--- config.mk ---
export PLATFORM = sky130hd
export DESIGN_NAME = tmr_ctrl
export DESIGN_NICKNAME = d
export VERILOG_FILES = /design/src/design/tmr_pkg.sv /design/src/design/tmr_ctrl.sv
export SDC_FILE = /design/constraint.sdc
export NUM_CORES = 1
export LEC_CHECK = 0
export CAP_MARGIN = 30
export CORE_MARGIN = 4
export CORE_UTILIZATION = 55
export DETAILED_ROUTE_END_ITERATION = 8
export DONT_BUFFER_PORTS = 1
export HOLD_SLACK_MARGIN = 0.12
export PLACE_DENSITY = 0.73
export SKIP_CTS_REPAIR_TIMING = 1
export SLEW_MARGIN = 10
export SYNTH_ARGS = -nofsm -noshare
export SYNTH_HDL_FRONTEND = slang
export SYNTH_SLANG_ARGS = --single-unit
--- constraint.sdc ---
create_clock -name mclk_i -period 12.4 [get_ports mclk_i]
set_clock_uncertainty 0.1 [all_clocks]
set_input_delay 1.86 -clock mclk_i [delete_from_list [all_inputs] [get_ports mclk_i]]
set_output_delay 1.86 -clock mclk_i [all_outputs]
set_load 0.005 [all_outputs]
--- src/design/tmr_pkg.sv ---
// shared constants for the 16-bit timer control block
package tmr_pkg;
    // register byte addresses
    localparam logic [7:0] ADDR_CNT_LOW = 8'he2;
    localparam logic [7:0] ADDR_CNT_HIGH = 8'he3;
    localparam logic [7:0] ADDR_CTL = 8'he4;
    localparam logic [7:0] ADDR_CH0_CTL = 8'he5;
    // reset values
    localparam logic [7:0] RST_CNT_HIGH = 8'h00;
    localparam logic [15:0] RST_CNT = 16'h0000;
    localparam logic [7:0] RST_CH0_CTL = 8'h40;
    localparam logic [1:0] RST_DIV = 2'h0;
    localparam logic [1:0] RST_MODE = 2'h0;
    // control/status field positions
    localparam int CTL_CH2_FLAG = 7;
    localparam int CTL_CH1_FLAG = 6;
    localparam int CTL_CH0_FLAG = 5;
    localparam int CTL_WRAP_FLAG = 4;
    localparam int CTL_DIV_LSB = 2;
    localparam int CTL_MODE_LSB = 0;
    // channel 0 control field positions
    localparam int CH_TRIG_SEL = 7;
    localparam int CH_IRQ_EN = 6;
    localparam int CH_ACT_LSB = 3;
    localparam int CH_CMP_MODE = 2;
    localparam int CH_EDGE_LSB = 0;
    // timer modes
    localparam logic [1:0] MODE_HOLD = 2'h0;
    localparam logic [1:0] MODE_FREE = 2'h1;
    localparam logic [1:0] MODE_MOD = 2'h2;
    localparam logic [1:0] MODE_UPDN = 2'h3;
    // prescaler: low bits that must be all ones per divider code
    localparam logic [6:0] DIV1_MASK = 7'h00;
    localparam logic [6:0] DIV8_MASK = 7'h07;
    localparam logic [6:0] DIV32_MASK = 7'h1f;
    localparam logic [6:0] DIV128_MASK = 7'h7f;
    // output actions
    localparam logic [2:0] ACT_SET = 3'h0;
    localparam logic [2:0] ACT_CLR = 3'h1;
    localparam logic [2:0] ACT_TGL = 3'h2;
    localparam logic [2:0] ACT_SET_UP = 3'h3;
    localparam logic [2:0] ACT_CLR_UP = 3'h4;
    // capture edges
    localparam logic [1:0] EDGE_NONE = 2'h0;
    localparam logic [1:0] EDGE_RISE = 2'h1;
    localparam logic [1:0] EDGE_FALL = 2'h2;
    localparam logic [1:0] EDGE_BOTH = 2'h3;
    // count direction in up/down mode
    typedef enum logic {DIR_UP = 1'b0, DIR_DOWN = 1'b1} tmr_dir_t;
endpackage : tmr_pkg

--- src/design/tmr_ctrl.sv ---
// 16-bit timer: counter, prescaler, event flags and channel 0 control
//
// Implementation choice: the plain strobed port.
`timescale 1ns/100ps

// Notes on behaviour
// [RQ1] low byte read latches high byte
// [RQ2] any low byte write clears counter
// [RQ3] channel flags at bits 7..5, software cleared
// [RQ4] wrap flag on terminal or zero turnaround
// [RQ5] prescaler divides tick by 1/8/32/128
// [RQ6] prescaler counter not reset by writes
// [RQ7] mode 00 holds the counter
// [RQ8] mode 01 counts 0 to ffff, wraps
// [RQ9] mode 10 counts 0 to compare, restarts
// [RQ10] mode 11 counts up then down
// [RQ11] trigger select: pin or masked radio events
// [RQ12] output action on compare equality
// [RQ13] set, clear, toggle actions; 101-111 reserved
// [RQ14] code 011 set up, clear zero/down
// [RQ15] code 100 clear up, set zero/down
// [RQ16] bit 2 selects capture or compare
// [RQ17] capture edge none/rise/fall/both
// [RQ18] flags set regardless of masks
// [RQ19] interrupt needs flag, mask, global enable
// [RQ20] writing one leaves a flag unchanged
module tmr_ctrl (
    // clock and reset
    input wire logic mclk_i,
    input wire logic rst_i,
    // register port
    input wire logic [7:0] reg_addr_i,
    input wire logic [7:0] reg_wdata_i,
    input wire logic reg_wr_i,
    input wire logic reg_rd_i,
    output logic [7:0] reg_rdata_o,
    // timer tick and compare value
    input wire logic tick_i,
    input wire logic [15:0] period_compare_value_i,
    // capture sources
    input wire logic capture_pin_i,
    input wire logic [7:0] radio_event_i,
    input wire logic [7:0] radio_event_mask_i,
    // other channels and interrupt gating
    input wire logic chan1_event_i,
    input wire logic chan2_event_i,
    input wire logic chan1_irq_enable_i,
    input wire logic chan2_irq_enable_i,
    input wire logic wrap_irq_enable_i,
    input wire logic timer_irq_enable_i,
    // results
    output logic irq_o,
    output logic chan0_out_o,
    output logic capture_o,
    output logic [15:0] capture_value_o,
    output logic [15:0] counter_value_o
);

    // register state
    logic [15:0] cnt_q, cnt_d; // counter_value
    tmr_pkg::tmr_dir_t dir_q, dir_d; // up/down direction
    logic [7:0] high_latch_q; // buffered high byte
    logic [6:0] presc_q; // free prescaler count
    logic [1:0] div_q; // divider code
    logic [1:0] mode_q; // operating mode
    logic [7:0] ch0_ctl_q; // channel 0 control
    logic chan2_event_flag_q;
    logic chan1_event_flag_q;
    logic chan0_event_flag_q;
    logic wrap_event_flag_q;
    logic [7:0] rdata_q; // read data, one cycle late
    logic out_q; // channel 0 output
    logic cap_q; // capture strobe
    logic [15:0] cap_val_q; // captured count
    // pin synchroniser and edge history
    logic pin_s1_q, pin_s2_q, pin_s3_q;

    // address decode
    wire sel_low = reg_addr_i == tmr_pkg::ADDR_CNT_LOW;
    wire sel_high = reg_addr_i == tmr_pkg::ADDR_CNT_HIGH;
    wire sel_ctl = reg_addr_i == tmr_pkg::ADDR_CTL;
    wire sel_ch0 = reg_addr_i == tmr_pkg::ADDR_CH0_CTL;
    wire clr_wr = reg_wr_i & sel_low;
    wire ctl_wr = reg_wr_i & sel_ctl;
    wire ch0_wr = reg_wr_i & sel_ch0;
    wire low_rd = reg_rd_i & sel_low;

    // channel 0 fields
    wire trig_sel = ch0_ctl_q[tmr_pkg::CH_TRIG_SEL];
    wire ch0_irq_en = ch0_ctl_q[tmr_pkg::CH_IRQ_EN];
    wire [2:0] act = ch0_ctl_q[tmr_pkg::CH_ACT_LSB +: 3];
    wire cmp_mode = ch0_ctl_q[tmr_pkg::CH_CMP_MODE];
    wire [1:0] edge_sel = ch0_ctl_q[tmr_pkg::CH_EDGE_LSB +: 2];
    wire [15:0] cmp = period_compare_value_i;

    // prescaler step: low bits of the free count all ones
    // [RQ5] divider mask select
    wire [6:0] div_mask =
        (div_q == 2'h0) ? tmr_pkg::DIV1_MASK :
        (div_q == 2'h1) ? tmr_pkg::DIV8_MASK :
        (div_q == 2'h2) ? tmr_pkg::DIV32_MASK :
        tmr_pkg::DIV128_MASK;
    wire step = tick_i & ((presc_q & div_mask) == div_mask);
    wire run = mode_q != tmr_pkg::MODE_HOLD;

    // [RQ6] prescaler free runs, never cleared by writes
    always_ff @(posedge mclk_i or posedge rst_i) begin
        if (rst_i) begin
            presc_q <= 7'h00;
        end else if (tick_i) begin
            presc_q <= presc_q + 7'h01;
        end
    end

    // counter next value; turn flags a wrap or zero turnaround
    logic turn;
    always_comb begin
        cnt_d = cnt_q;
        dir_d = dir_q;
        turn = 1'b0;
        // [RQ2] clear wins over counting
        if (clr_wr) begin
            cnt_d = tmr_pkg::RST_CNT;
            dir_d = tmr_pkg::DIR_UP;
        end else if (step) begin
            case (mode_q)
                // [RQ8] full range wrap
                tmr_pkg::MODE_FREE: begin
                    cnt_d = cnt_q + 16'h0001;
                    turn = cnt_q == 16'hffff;
                end
                // [RQ9] restart after compare value
                tmr_pkg::MODE_MOD: begin
                    if (cnt_q >= cmp) begin
                        cnt_d = 16'h0000;
                        turn = 1'b1;
                    end else begin
                        cnt_d = cnt_q + 16'h0001;
                    end
                end
                // [RQ10] up to compare, down to zero
                tmr_pkg::MODE_UPDN: begin
                    if (dir_q == tmr_pkg::DIR_UP) begin
                        if (cnt_q >= cmp) begin
                            dir_d = tmr_pkg::DIR_DOWN;
                            cnt_d = (cnt_q == 16'h0000) ? cnt_q
                                : cnt_q - 16'h0001;
                        end else begin
                            cnt_d = cnt_q + 16'h0001;
                        end
                    end else if (cnt_q == 16'h0000) begin
                        // turnaround at zero
                        dir_d = tmr_pkg::DIR_UP;
                        turn = 1'b1;
                        cnt_d = (cmp == 16'h0000) ? cnt_q
                            : 16'h0001;
                    end else begin
                        cnt_d = cnt_q - 16'h0001;
                    end
                end
                // [RQ7] suspended: hold
                default: begin
                    cnt_d = cnt_q;
                end
            endcase
        end
    end

    // counter and direction
    always_ff @(posedge mclk_i or posedge rst_i) begin
        if (rst_i) begin
            cnt_q <= tmr_pkg::RST_CNT;
            dir_q <= tmr_pkg::DIR_UP;
        end else begin
            cnt_q <= cnt_d;
            dir_q <= dir_d;
        end
    end

    // compare and zero events, only on a real count step
    wire live = step & run & ~clr_wr;
    // [RQ12] equality with the compare value
    wire match = live & (cnt_d == cmp);
    wire match_up = match & (dir_q == tmr_pkg::DIR_UP);
    wire match_dn = match & (dir_q == tmr_pkg::DIR_DOWN);
    wire zero_hit = live & (cnt_d == 16'h0000);
    wire updn = mode_q == tmr_pkg::MODE_UPDN;

    // output action decode; reserved codes hold the output
    logic out_d;
    always_comb begin
        out_d = out_q;
        if (cmp_mode) begin
            case (act)
                // [RQ13] plain set, clear, toggle
                tmr_pkg::ACT_SET: if (match) out_d = 1'b1;
                tmr_pkg::ACT_CLR: if (match) out_d = 1'b0;
                tmr_pkg::ACT_TGL: if (match) out_d = ~out_q;
                // [RQ14] set up, clear at zero or going down
                tmr_pkg::ACT_SET_UP: begin
                    if (match_up) out_d = 1'b1;
                    else if (updn ? match_dn : zero_hit)
                        out_d = 1'b0;
                end
                // [RQ15] mirror of the above
                tmr_pkg::ACT_CLR_UP: begin
                    if (match_up) out_d = 1'b0;
                    else if (updn ? match_dn : zero_hit)
                        out_d = 1'b1;
                end
                default: out_d = out_q;
            endcase
        end
    end

    // capture pin: first flop feeds only the second
    always_ff @(posedge mclk_i or posedge rst_i) begin
        if (rst_i) begin
            pin_s1_q <= 1'b0;
            pin_s2_q <= 1'b0;
            pin_s3_q <= 1'b0;
        end else begin
            pin_s1_q <= capture_pin_i;
            pin_s2_q <= pin_s1_q;
            pin_s3_q <= pin_s2_q;
        end
    end

    // [RQ17] edge selection on the synced pin
    wire rise = pin_s2_q & ~pin_s3_q;
    wire fall = ~pin_s2_q & pin_s3_q;
    wire pin_trig =
        (edge_sel == tmr_pkg::EDGE_RISE) ? rise :
        (edge_sel == tmr_pkg::EDGE_FALL) ? fall :
        (edge_sel == tmr_pkg::EDGE_BOTH) ? (rise | fall) :
        1'b0;
    // [RQ11] radio events already pulses, so no edge logic
    wire radio_trig = (|(radio_event_i & radio_event_mask_i))
        & (edge_sel != tmr_pkg::EDGE_NONE);
    // [RQ16] capture only while in capture mode
    wire cap_evt = ~cmp_mode & (trig_sel ? radio_trig : pin_trig);

    // channel 0 event: compare in up/down uses the zero turn
    wire ch0_evt = cmp_mode ? (updn ? turn & live : match)
        : cap_evt;
    // [RQ4] wrap event
    wire wrap_evt = turn & live;

    // flag next values: set beats clear, writing one keeps
    // [RQ18] set independent of any mask
    // [RQ20] only a written zero clears
    wire ch2_d = chan2_event_i | (chan2_event_flag_q
        & ~(ctl_wr & ~reg_wdata_i[tmr_pkg::CTL_CH2_FLAG]));
    wire ch1_d = chan1_event_i | (chan1_event_flag_q
        & ~(ctl_wr & ~reg_wdata_i[tmr_pkg::CTL_CH1_FLAG]));
    wire ch0_d = ch0_evt | (chan0_event_flag_q
        & ~(ctl_wr & ~reg_wdata_i[tmr_pkg::CTL_CH0_FLAG]));
    wire wrap_d = wrap_evt | (wrap_event_flag_q
        & ~(ctl_wr & ~reg_wdata_i[tmr_pkg::CTL_WRAP_FLAG]));

    // [RQ3] flag storage
    always_ff @(posedge mclk_i or posedge rst_i) begin
        if (rst_i) begin
            chan2_event_flag_q <= 1'b0;
            chan1_event_flag_q <= 1'b0;
            chan0_event_flag_q <= 1'b0;
            wrap_event_flag_q <= 1'b0;
        end else begin
            chan2_event_flag_q <= ch2_d;
            chan1_event_flag_q <= ch1_d;
            chan0_event_flag_q <= ch0_d;
            wrap_event_flag_q <= wrap_d;
        end
    end

    // control fields written by software
    always_ff @(posedge mclk_i or posedge rst_i) begin
        if (rst_i) begin
            div_q <= tmr_pkg::RST_DIV;
            mode_q <= tmr_pkg::RST_MODE;
            ch0_ctl_q <= tmr_pkg::RST_CH0_CTL;
        end else begin
            if (ctl_wr) begin
                div_q <= reg_wdata_i[tmr_pkg::CTL_DIV_LSB +: 2];
                mode_q <= reg_wdata_i[tmr_pkg::CTL_MODE_LSB +: 2];
            end
            if (ch0_wr) begin
                ch0_ctl_q <= reg_wdata_i;
            end
        end
    end

    // output pin, capture strobe and captured value
    always_ff @(posedge mclk_i or posedge rst_i) begin
        if (rst_i) begin
            out_q <= 1'b0;
            cap_q <= 1'b0;
            cap_val_q <= 16'h0000;
        end else begin
            out_q <= out_d;
            cap_q <= cap_evt;
            if (cap_evt) begin
                cap_val_q <= cnt_q;
            end
        end
    end

    // read mux; unmapped addresses read zero
    wire [7:0] ctl_rd = {chan2_event_flag_q, chan1_event_flag_q,
        chan0_event_flag_q, wrap_event_flag_q, div_q, mode_q};
    wire [7:0] rd_mux =
        sel_low ? cnt_q[7:0] :
        sel_high ? high_latch_q :
        sel_ctl ? ctl_rd :
        sel_ch0 ? ch0_ctl_q :
        8'h00;

    // read data and high byte buffer
    always_ff @(posedge mclk_i or posedge rst_i) begin
        if (rst_i) begin
            rdata_q <= 8'h00;
            high_latch_q <= tmr_pkg::RST_CNT_HIGH;
        end else begin
            if (reg_rd_i) begin
                rdata_q <= rd_mux;
            end
            // [RQ1] snapshot high byte with the low read
            if (low_rd) begin
                high_latch_q <= cnt_q[15:8];
            end
        end
    end

    // [RQ19] flag and its mask, then the global enable
    wire any_irq = (chan0_event_flag_q & ch0_irq_en)
        | (chan1_event_flag_q & chan1_irq_enable_i)
        | (chan2_event_flag_q & chan2_irq_enable_i)
        | (wrap_event_flag_q & wrap_irq_enable_i);

    assign irq_o = any_irq & timer_irq_enable_i;
    assign reg_rdata_o = rdata_q;
    assign chan0_out_o = out_q;
    assign capture_o = cap_q;
    assign capture_value_o = cap_val_q;
    assign counter_value_o = cnt_q;
endmodule : tmr_ctrl

==> summary.log, run 1 <==
qor: detailed_routing.vias 5782
qor: power_and_ir_drop.irDropWorstVdd 117.0 µV
qor: cells_and_area.area_growth 6.196%
qor: power_and_ir_drop.p_per_area 140.1 nW/µm²
qor: critical_path.worst-r2r-setup-slack 6.75 ns
qor: timing.final_min_period_over_clock_period 50.89%
qor: timing.timing.final.max_slew_violations 0
qor: detailed_routing.route.detailed.wl_per_inst 26.21 µm
qor: die.boundaryPins 103
qor: global_routing.grt_max_degree 78
qor: clock_tree.clkSinkCount 77
qor: die.die_height 111.0 µm
qor: critical_path.worstSetupEndpointType register
qor: cells_and_area.drive_above_1_share 11.76%
qor: min_path.startpoint_of_the_worst_hold_path pin_s1_q
qor: critical_path.critical_path.reg2reg.startpoint counter_value_o[14]
qor: global_routing.track_usage 34.63%
qor: cells_and_area.num-fill-cells 885
qor: global_routing.grt.overflow.total 0
qor: die.core-area 10320 µm²
qor: clock_tree.clk_latency 0.38 ns
qor: yosys.yosys_warnings 0
qor: global_routing.grt_pass1_vias 5793
qor: cells_and_area.antenna_cells 0
qor: timing.fmaxAchievable 158.5 MHz
qor: critical_path.reg2reg_to chan0_out_o
qor: global_routing.grt_pass1_wl 33.47 mm
qor: critical_path.ff2ff_path_depth 13
qor: min_path.min_delay_worst_endpoint pin_s2_q
qor: min_path.timing.hold.worst_path_depth 0
qor: min_path.holdCritPathClass register to register
qor: yosys.avgSynthCellArea 8.470 µm²
qor: global_routing.grt_antenna_before_repair 0
qor: timing.min_period 6.311 ns
qor: critical_path.worst_ep_arrival_time 6.47 ns
qor: clock_tree.htree_num_levels 3
qor: timing.setup-tns-final 0 ns
qor: yosys.synth_cells 689
qor: cells_and_area.number_of_standard_cells_in_the_layout_taps_in_and_fillers_out 816
qor: critical_path.setup.worst_path.start_class input port
qor: detailed_routing.viasPerCell 7.086
qor: place.postPlaceCellArea 5919 µm²
qor: detailed_routing.totalWireLength 21.39 mm
qor: cells_and_area.nNetsFinal 758
qor: critical_path.required 12.56 ns
qor: yosys.synth-async-reset-ratio 100.0%
qor: flow_run.drv_cap 0
qor: yosys.synth_sequential_area_ratio 33.04%
qor: cells_and_area.post-route-cell-area 6197 µm²
qor: clock_tree.cts.reportedPaths.clkPinSlew 0.08 ns
qor: clock_tree.tritoncts yes
qor: clock_tree.cts_root_buf sky130_fd_sc_hd__clkbuf_8
qor: die.standard_cell_rows 37
qor: critical_path.timing.setup.critical_path_class input port to register
qor: cells_and_area.fin_util 60.03%
qor: yosys.synth_cell_types 78
qor: die.die_w 111.0 µm
qor: timing.worst-slew-pin-transition 0.8787 ns
qor: yosys.synth_area 5836 µm²
qor: clock_tree.cts_buffer_depth 2
qor: place.hpwlAfterDp 15.91 mm
qor: die.initial_core_utilization 56.53%
qor: yosys.synth.net_count 771
qor: outcome.outcome finished clean
qor: detailed_routing.drc 0
qor: timing.slew_headroom 39.90%
qor: timing.report.final.hold_viol_count 0
qor: yosys.synth-seq-cells 77
qor: yosys.ys_dominant_reg_cell sky130_fd_sc_hd__dfrtp_1
qor: timing.unrepaired_setup_endpoints_after_global_routing false
qor: yosys.synth_enable_flop_cells 0
qor: detailed_routing.drt_pre_antenna_iters 5
qor: detailed_routing.drt_first_iter_violations 498
qor: power_and_ir_drop.leakage 2.560 nW
qor: critical_path.worstPathMaxFanout 15
qor: detailed_routing.final_antenna_net_count 0
qor: place.place_inst 799
qor: place.place.gp.congestion 1.047
qor: die.die_area 12320 µm²
qor: place.port_buffers 0
qor: timing.setup_viol_count_final 0
qor: clock_tree.cts-buffers-inserted 9
-- worst max path at each step --
stage	startpoint	end	slack, ns	cells after the start
2_1_floorplan	period_compare_value_i[14]	chan0_out_o	7.08	15
3_3_place_gp	period_compare_value_i[12]	chan0_out_o	5.82	14
3_5_place_dp	period_compare_value_i[12]	chan0_out_o	5.86	14
4_1_cts	period_compare_value_i[12]	chan0_out_o	6.26	14
5_1_grt	period_compare_value_i[12]	chan0_out_o	5.85	14
6_report	period_compare_value_i[12]	chan0_out_o	6.09	14
-- per-layer routing --
metal / track usage, % / wire length, µm
met1: 45.09 / 8438
met2: 55.46 / 9865
met3: 9.334 / 2182
met4: 12.40 / 905
met5: 0 / 0
-- critical path, stage by stage --
cell and delay (ns):
sky130_fd_sc_hd__inv_1 0.15, sky130_fd_sc_hd__ha_1 0.28, sky130_fd_sc_hd__nand4_1 0.14, sky130_fd_sc_hd__nor3_1 0.07, sky130_fd_sc_hd__a22oi_1 0.56, sky130_fd_sc_hd__a41o_1 0.69
sky130_fd_sc_hd__o21ai_1 0.45, sky130_fd_sc_hd__o221ai_1 0.53, sky130_fd_sc_hd__xnor2_1 0.25, sky130_fd_sc_hd__nor4b_1 0.41, sky130_fd_sc_hd__o2111ai_1 0.16, sky130_fd_sc_hd__or3_1 0.39
sky130_fd_sc_hd__o32ai_1 0.16, sky130_fd_sc_hd__mux2_2 0.36
-- Yosys cell counts, types with 18 or more instances --
| library cell | number | share of area (%) |
|---|---|---|
| sky130_fd_sc_hd__nand2_1 | 77 | 5.0 |
| sky130_fd_sc_hd__dfrtp_1 | 76 | 33 |
| sky130_fd_sc_hd__o21ai_0 | 54 | 4.6 |
| sky130_fd_sc_hd__nor2_1 | 44 | 2.8 |
| sky130_fd_sc_hd__a21oi_1 | 38 | 3.3 |
| sky130_fd_sc_hd__inv_1 | 37 | 2.4 |
| sky130_fd_sc_hd__mux2_2 | 28 | 5.4 |
| sky130_fd_sc_hd__nand3_1 | 27 | 2.3 |
| sky130_fd_sc_hd__clkbuf_1 | 24 | 1.5 |
| sky130_fd_sc_hd__ha_1 | 22 | 4.7 |
| sky130_fd_sc_hd__nor3_1 | 18 | 1.5 |
-- flip-flops by register name, summed over array words and instances, names as in the netlist, 2 cells and up --
name             flops
counter_value_o     16
presc_q              7
reg_rdata_o          8
div_q                2
high_latch_q         8
ch0_ctl_q            8
mode_q               2
capture_value_o     16
-- power by group --
| part | switching (mW) | total [mW] | leakage, nW | internal [mW] |
|---|---|---|---|---|
| Combinational | 0.176 | 0.281 | 1.42 | 0.106 |
| Sequential | 0.0659 | 0.346 | 1.02 | 0.280 |
| Clock | 0.102 | 0.241 | 0.123 | 0.139 |
| Total | 0.344 | 0.868 | 2.56 | 0.525 |
-- through the flow --
step	power (mW)	hold WS (ns)	setup WS (ns)
floorplan	0.5296	0.2312	7.076
finish	0.8681	0.2552	6.089
global route	0.9108	0.2640	5.845
global placement	0.6158	0.2417	5.821
CTS	0.8585	0.2586	6.256
detailed placement	0.6196	0.2418	5.857
-- placed cells by master, fill, tap and decap left out, types with 6 or more instances in the layout --
master / n
sky130_fd_sc_hd__nand2_1: 77
sky130_fd_sc_hd__dfrtp_1: 76
sky130_fd_sc_hd__o21ai_0: 54
sky130_fd_sc_hd__nor2_1: 44
sky130_fd_sc_hd__a21oi_1: 38
sky130_fd_sc_hd__inv_1: 36
sky130_fd_sc_hd__mux2_2: 28
sky130_fd_sc_hd__nand3_1: 27
sky130_fd_sc_hd__ha_1: 22
sky130_fd_sc_hd__nor3_1: 18
sky130_fd_sc_hd__o211ai_1: 17
sky130_fd_sc_hd__nor4_1: 17
sky130_fd_sc_hd__nand4_1: 16
sky130_fd_sc_hd__xnor2_1: 14
sky130_fd_sc_hd__mux2i_1: 12
sky130_fd_sc_hd__clkbuf_8: 10
sky130_fd_sc_hd__nor2b_1: 9
sky130_fd_sc_hd__a22oi_1: 8
sky130_fd_sc_hd__buf_4: 8
sky130_fd_sc_hd__xor2_1: 7
sky130_fd_sc_hd__o311ai_0: 7
sky130_fd_sc_hd__and4_1: 7
sky130_fd_sc_hd__and2_1: 6
sky130_fd_sc_hd__or2_2: 6
-- area by class of cell --
cell class	instances	area, µm²	area share, %
Clock inverter	5	107.6	1.736
Inverter	38	143.9	2.322
Tap cell	136	170.2	2.746
Clock buffer	10	137.6	2.221
Sequential cell	77	1928	31.11
Multi-Input combinational cell	538	3607	58.21
Timing Repair Buffer	12	102.6	1.656
-- cell families after synthesis --
logic type,Yosys count,share of synthesized area (%)
flip-flops,77,33.04
adder cells (fa/ha/maj),22,4.717
buffers and inverters,74,5.146
XOR/XNOR,21,3.152
AO/OA/AOI/OAI,192,22.94
AND/OR/NAND/NOR,263,23.54
multiplexers,40,7.461
No activity file was read; power rests on OpenSTA's default activity.
==> run 2, diff against run 1 <==
Clock period 12.4 ns to 6.2 ns, I/O delays scaled along.
==> run 2 against run 1 <==
  * Register-to-register slack worse by 5.8 ns
  * Core utilization up 0.35 points
  * Final area up 0.59%
  * Hold slack better by 0.0046 ns
  * Via count up 1.0%
  * Critical endpoint unchanged
  * Non-clock buffer count up 12
  * First-iteration DRC count up 48%
  * Critical path type is now register to register
==> summary.log, run 2 (synthesized netlist as in run 1, its figures left out) <==
qor: cells_and_area.layout.cells.most_common sky130_fd_sc_hd__nand2_1
qor: flow_run.drv_cap 0 [unchanged]
qor: detailed_routing.drt_first_iter_violations 736 [+48%]
qor: critical_path.crit_path_top_delay_cell sky130_fd_sc_hd__a41o_1
qor: global_routing.track_usage 33.95% [-0.68 points]
qor: cells_and_area.layout.cells.most_common_list sky130_fd_sc_hd__nand2_1, sky130_fd_sc_hd__dfrtp_1, sky130_fd_sc_hd__o21ai_0, sky130_fd_sc_hd__nor2_1, sky130_fd_sc_hd__a21oi_1
qor: timing.report.final.hold_viol_count 0 [unchanged]
qor: die.die_w 111.0 µm [unchanged]
qor: critical_path.worst-path-buf-inv 0 [-1]
qor: timing.fmaxAchievable 189.0 MHz
qor: clock_tree.htree_num_levels 3 [unchanged]
qor: global_routing.grt_max_degree 78 [unchanged]
qor: power_and_ir_drop.p_per_area 265.3 nW/µm² [+89%]
qor: detailed_routing.route.detailed.wl_per_inst 25.66 µm [-2.1%]
qor: outcome.outcome finished clean
qor: cells_and_area.antenna_cells 0 [unchanged]
qor: critical_path.worst_ep_arrival_time 5.44 ns [-1.03 ns]
qor: timing.worst-slew-pin-transition 0.8389 ns [-0.03986 ns]
qor: timing.unrepaired_setup_endpoints_after_global_routing false
qor: place.place_inst 811 [+1.5%]
qor: die.core-area 10320 µm² [unchanged]
qor: die.standard_cell_rows 37 [unchanged]
qor: power_and_ir_drop.leakage 2.579 nW [+0.72%]
qor: timing.final_min_period_over_clock_period 85.34%
qor: clock_tree.tritoncts yes
qor: place.port_buffers 0 [unchanged]
qor: die.die_area 12320 µm² [unchanged]
qor: cells_and_area.post-route-cell-area 6233 µm² [+0.59%]
qor: cells_and_area.nNetsFinal 770 [+1.6%]
qor: timing.min_period 5.291 ns
qor: cells_and_area.number_of_standard_cells_in_the_layout_taps_in_and_fillers_out 829 [+1.6%]
qor: critical_path.crit_path_cell_trace ha_1, nand4_1, nor3_1, a22oi_1, a41o_1, o21ai_1, o221ai_1, xnor2_1, nor4b_1, o2111ai_1, or3_1, o32ai_1, mux2_2
qor: detailed_routing.viasPerCell 7.046 [-0.56%]
qor: critical_path.cp_top_family compound AO/OA/AOI/OAI gates
qor: min_path.holdCritPathClass register to register
qor: clock_tree.clkSinkCount 77 [unchanged]
qor: timing.worst_slack 0.9091 ns [-5.180 ns]
qor: die.boundaryPins 103 [unchanged]
qor: timing.timing.final.max_slew_violations 0 [unchanged]
qor: critical_path.timing.setup.critical_path_class register to register
qor: cells_and_area.area_growth 6.818%
qor: critical_path.cpPeakStageDelay 0.72 ns [+0.03 ns]
qor: die.initial_core_utilization 56.53% [unchanged]
qor: detailed_routing.drt_pre_antenna_iters 7 [+2]
qor: place.postPlaceCellArea 6008 µm² [+1.5%]
qor: detailed_routing.totalWireLength 21.28 mm [-0.54%]
qor: cells_and_area.drive_above_1_share 12.99% [+1.2 points]
qor: critical_path.required 6.35 ns [-6.21 ns]
qor: detailed_routing.final_antenna_net_count 0 [unchanged]
qor: clock_tree.clk_latency 0.37 ns [about the same]
qor: global_routing.grt.overflow.total 0 [unchanged]
qor: timing.worst_hold_slack 0.2598 ns [+0.004640 ns]
qor: die.die_height 111.0 µm [unchanged]
qor: critical_path.worstSetupEndpointType register
qor: detailed_routing.drc 0 [unchanged]
qor: global_routing.grt_pass1_wl 32.82 mm [-1.9%]
qor: detailed_routing.vias 5841 [+1.0%]
qor: clock_tree.cts.reportedPaths.clkPinSlew 0.08 ns [about the same]
qor: place.detailedPlace.worstSlack 0.7139 ns [-5.143 ns]
qor: timing.setup-tns-final 0 ns [unchanged]
qor: cells_and_area.num-fill-cells 914 [+3.3%]
qor: power_and_ir_drop.irDropWorstVdd 193.0 µV [+65%]
qor: critical_path.setup.worst_path.start_class register
qor: global_routing.grt_antenna_before_repair 0 [unchanged]
qor: place.place.gp.congestion 1.053 [+0.52%]
qor: timing.slew_headroom 44.07% [+4.2 points]
qor: global_routing.grt_pass1_vias 5636 [-2.7%]
qor: clock_tree.cts_root_buf sky130_fd_sc_hd__clkbuf_8
qor: place.hpwlAfterDp 16.16 mm [+1.6%]
qor: clock_tree.cts_buffer_depth 2 [unchanged]
qor: critical_path.worstPathMaxFanout 15 [unchanged]
qor: clock_tree.cts-buffers-inserted 9 [unchanged]
qor: timing.setup_viol_count_final 0 [unchanged]
## run 2: cell type report
class	instances	area (µm²)	area share (%)
Multi-Input combinational cell	538	3607	57.87
Sequential cell	77	1928	30.93
Timing Repair Buffer	24	191.4	3.071
Tap cell	136	170.2	2.730
Inverter	38	143.9	2.308
Clock buffer	11	131.4	2.108
Clock inverter	5	61.31	0.9835
## run 2: path summary, 6_finish.rpt
check	from	end	slack [ns]	cells past startpoint
max in group asynchronous	rst_i	ch0_ctl_q[6]	5.04	3
min in group asynchronous	rst_i	counter_value_o[12]	0.33	2
hold reg to reg	pin_s1_q	pin_s2_q	0.26	0
setup / recovery	counter_value_o[15]	chan0_out_o	0.91	13
setup reg to reg	counter_value_o[15]	chan0_out_o	0.91	13
hold / removal	pin_s1_q	pin_s2_q	0.26	0
## run 2: layer usage
metal  share of wire (%)  up-vias  global-route usage (%)
met3                  10       73                   7.533
met2                  45      377                   53.24
li1                    -     2579                       -
met5                   0        -                       0
met4                 4.6        0                   13.96
met1                  40     2812                   45.42
## run 2: per-stage QoR
stage | power (mW) | util [%]
2_1_floorplan | 1.059 | -
3_3_place_gp | 1.232 | 58.11
3_5_place_dp | 1.245 | 58.20
4_1_cts | 1.634 | 60.07
5_1_grt | 1.744 | 60.38
6_report | 1.653 | 60.38
## run 2: where the power goes
| part | leakage [nW] | internal, mW | switching (mW) |
|---|---|---|---|
| Sequential | 1.02 | 0.561 | 0.0774 |
| Clock | 0.0862 | 0.188 | 0.205 |
| Combinational | 1.47 | 0.230 | 0.392 |
| Total | 2.58 | 0.979 | 0.675 |
==> run 3, diff against run 2 <==
Settings changed: CELL_PAD_IN_SITES_DETAIL_PLACEMENT from default to 1, CELL_PAD_IN_SITES_GLOBAL_PLACEMENT from default to 1, CORE_UTILIZATION 55 to 48, CTS_CLUSTER_SIZE from default to 8, PLACE_DENSITY 0.73 to 0.83.
==> run 3 against run 2 <==
  * Sequential cell count is the same
  * Largest power group is now combinational logic
  * Setup slack gained 0.034 ns
  * Global-route usage is essentially flat
  * Sequential share of layout area shrank 0.66 points
  * Hold slack gained 0.0032 ns
  * Highest routed layer unchanged
==> summary.log, run 3 (synthesized netlist as in run 1, its figures left out) <==
qor: detailed_routing.drt_first_iter_violations 512 [-30%]
qor: place.hpwlAfterDp 18.04 mm [+12%]
qor: detailed_routing.drt_pre_antenna_iters 6 [-1]
qor: critical_path.worstSetupEndpointType register
qor: place.place_inst 823 [+1.5%]
qor: timing.min_period 5.257 ns [-0.03361 ns]
qor: critical_path.worstPathMaxFanout 15 [unchanged]
qor: cells_and_area.num-fill-cells 1430 [+56%]
qor: cells_and_area.multi_input_area 3608 µm² [about the same]
qor: global_routing.grt_antenna_before_repair 0 [unchanged]
qor: detailed_routing.vias 5889 [+0.82%]
qor: detailed_routing.routedLengthMet1 9.435 mm [+11%]
qor: detailed_routing.drc 0 [unchanged]
qor: clock_tree.cts-buffers-inserted 9 [unchanged]
qor: timing.slew_headroom 35.88% [-8.2 points]
qor: clock_tree.htree_num_levels 3 [unchanged]
qor: critical_path.setup.worst_path.start_class register
qor: timing.worst_slack 0.9427 ns [+0.03361 ns]
qor: timing.setup-tns-final 0 ns [unchanged]
qor: clock_tree.cts_root_buf sky130_fd_sc_hd__clkbuf_16
qor: power_and_ir_drop.leakage 2.642 nW [+2.4%]
qor: power_and_ir_drop.irDropWorstVdd 192.4 µV [-0.28%]
qor: global_routing.grt_pass1_vias 6204 [+10%]
qor: timing.final_min_period_over_clock_period 84.80% [-0.54 points]
qor: flow_run.drv_cap 0 [unchanged]
qor: outcome.outcome finished clean
qor: timing.report.final.hold_viol_count 0 [unchanged]
qor: global_routing.grt_max_degree 78 [unchanged]
qor: detailed_routing.met2_wirelength 11.30 mm [+18%]
qor: detailed_routing.viasPerCell 7.002 [-0.62%]
qor: cells_and_area.layout.cells.most_common_list sky130_fd_sc_hd__nand2_1, sky130_fd_sc_hd__dfrtp_1, sky130_fd_sc_hd__o21ai_0, sky130_fd_sc_hd__nor2_1, sky130_fd_sc_hd__a21oi_1
qor: die.die_w 118.3 µm [+6.5%]
qor: place.place.gp.congestion 0.9765 [-7.2%]
qor: die.initial_core_utilization 48.79% [-7.7 points]
qor: clock_tree.clk_latency 0.35 ns [-0.02 ns]
qor: global_routing.grt_pass1_wl 36.76 mm [+12%]
qor: timing.fmaxAchievable 190.2 MHz [+0.64%]
qor: global_routing.track_usage 33.96% [about the same]
qor: cells_and_area.antenna_cells 0 [unchanged]
qor: die.die_height 118.3 µm [+6.5%]
qor: cells_and_area.area_growth 9.134%
qor: die.boundaryPins 103 [unchanged]
qor: power_and_ir_drop.p_per_area 290.3 nW/µm² [+9.4%]
qor: detailed_routing.met3_wirelength 2.112 mm [-5.3%]
qor: cells_and_area.drive_above_1_share 13.54% [+0.56 points]
qor: timing.worst-slew-pin-transition 0.9607 ns [+0.1219 ns]
qor: clock_tree.clkSinkCount 77 [unchanged]
qor: timing.setup_viol_count_final 0 [unchanged]
qor: place.detailedPlace.worstSlack 0.9527 ns [+0.2388 ns]
qor: detailed_routing.totalWireLength 23.88 mm [+12%]
qor: place.port_buffers 0 [unchanged]
qor: timing.unrepaired_setup_endpoints_after_global_routing false
qor: min_path.holdCritPathClass register to register
qor: cells_and_area.nNetsFinal 771 [+0.13%]
qor: detailed_routing.final_antenna_net_count 0 [unchanged]
qor: global_routing.grt.overflow.total 0 [unchanged]
qor: timing.timing.final.max_slew_violations 0 [unchanged]
qor: cells_and_area.layout.cells.most_common sky130_fd_sc_hd__nand2_1
qor: clock_tree.cts.reportedPaths.clkPinSlew 0.08 ns [about the same]
qor: clock_tree.tritoncts yes
qor: detailed_routing.top_signal_layer_used met4
qor: detailed_routing.route.detailed.wl_per_inst 28.39 µm [+11%]
qor: timing.worst_hold_slack 0.2631 ns [+0.003242 ns]
qor: die.die_area 13990 µm² [+13%]
qor: critical_path.timing.setup.critical_path_class register to register
qor: critical_path.required 6.34 ns [about the same]
qor: power_and_ir_drop.finalPower 1.849 mW [+12%]
qor: cells_and_area.number_of_standard_cells_in_the_layout_taps_in_and_fillers_out 841 [+1.4%]
qor: cells_and_area.final-seq-area 1928 µm² [unchanged]
qor: clock_tree.cts_buffer_depth 2 [unchanged]
qor: die.standard_cell_rows 40 [+8.1%]
qor: critical_path.worst_ep_arrival_time 5.40 ns [-0.04 ns]
qor: die.core-area 11960 µm² [+16%]
==> run 3: changes by cell type in the layout (fill, tap and decap cells not counted), sizes merged <==
| cell | delta |
|---|---|
| inv | +2 |
| clkbuf | -1 |
==> run 3: worst max-delay path, stage by stage, from the launching register on <==
cell,delay [ns]
sky130_fd_sc_hd__dfrtp_1,0.66
sky130_fd_sc_hd__inv_1,0.31
sky130_fd_sc_hd__ha_1,0.37
sky130_fd_sc_hd__a31oi_1,0.17
sky130_fd_sc_hd__nor2b_1,0.10
sky130_fd_sc_hd__o21ai_0,0.26
sky130_fd_sc_hd__a41o_1,0.67
sky130_fd_sc_hd__o21ai_1,0.37
sky130_fd_sc_hd__o221ai_1,0.46
sky130_fd_sc_hd__xnor2_1,0.19
sky130_fd_sc_hd__nor4b_1,0.39
sky130_fd_sc_hd__o2111ai_1,0.17
sky130_fd_sc_hd__or3_1,0.38
sky130_fd_sc_hd__o31a_1,0.26
sky130_fd_sc_hd__mux2_2,0.26
==> run 3: cell type report <==
type / instances / area share, %
Multi-Input combinational cell: 538 / 56.66
Sequential cell: 77 / 30.28
Clock buffer: 9 / 3.536
Timing Repair Buffer: 25 / 3.143
Tap cell: 147 / 2.888
Inverter: 38 / 2.259
Clock inverter: 7 / 1.238
==> run 3: per-stage QoR <==
stage	util (%)	instance area, µm²
floorplan	-	5836
global placement	50.33	6021
detailed placement	50.43	6032
CTS	52.97	6336
global route	53.24	6369
finish	53.24	6369
==> run 3: routing by layer <==
layer  up-vias  GRT usage, %
met5         -             0
met3        77         7.033
li1       2565             -
met1      2910         43.20
met4         0         15.24
met2       337         55.63
==> run 3: path summary, 6_finish.rpt <==
path / start / endpoint / slack [ns] / cells after the start
max: counter_value_o[0] / chan0_out_o / 0.94 / 14
min: pin_s1_q / pin_s2_q / 0.26 / 0
min reg2reg: pin_s1_q / pin_s2_q / 0.26 / 0
max reg2reg: counter_value_o[0] / chan0_out_o / 0.94 / 14
max in group asynchronous: rst_i / ch0_ctl_q[6] / 4.98 / 3
min in group asynchronous: rst_i / counter_value_o[10] / 0.39 / 2
==> run 3: power by group <==
| part | switching [mW] | internal [mW] | leakage, nW |
|---|---|---|---|
| combinational | 0.421 | 0.227 | 1.48 |
| clock | 0.241 | 0.316 | 0.139 |
| sequential | 0.0823 | 0.561 | 1.02 |
| total | 0.744 | 1.10 | 2.64 |
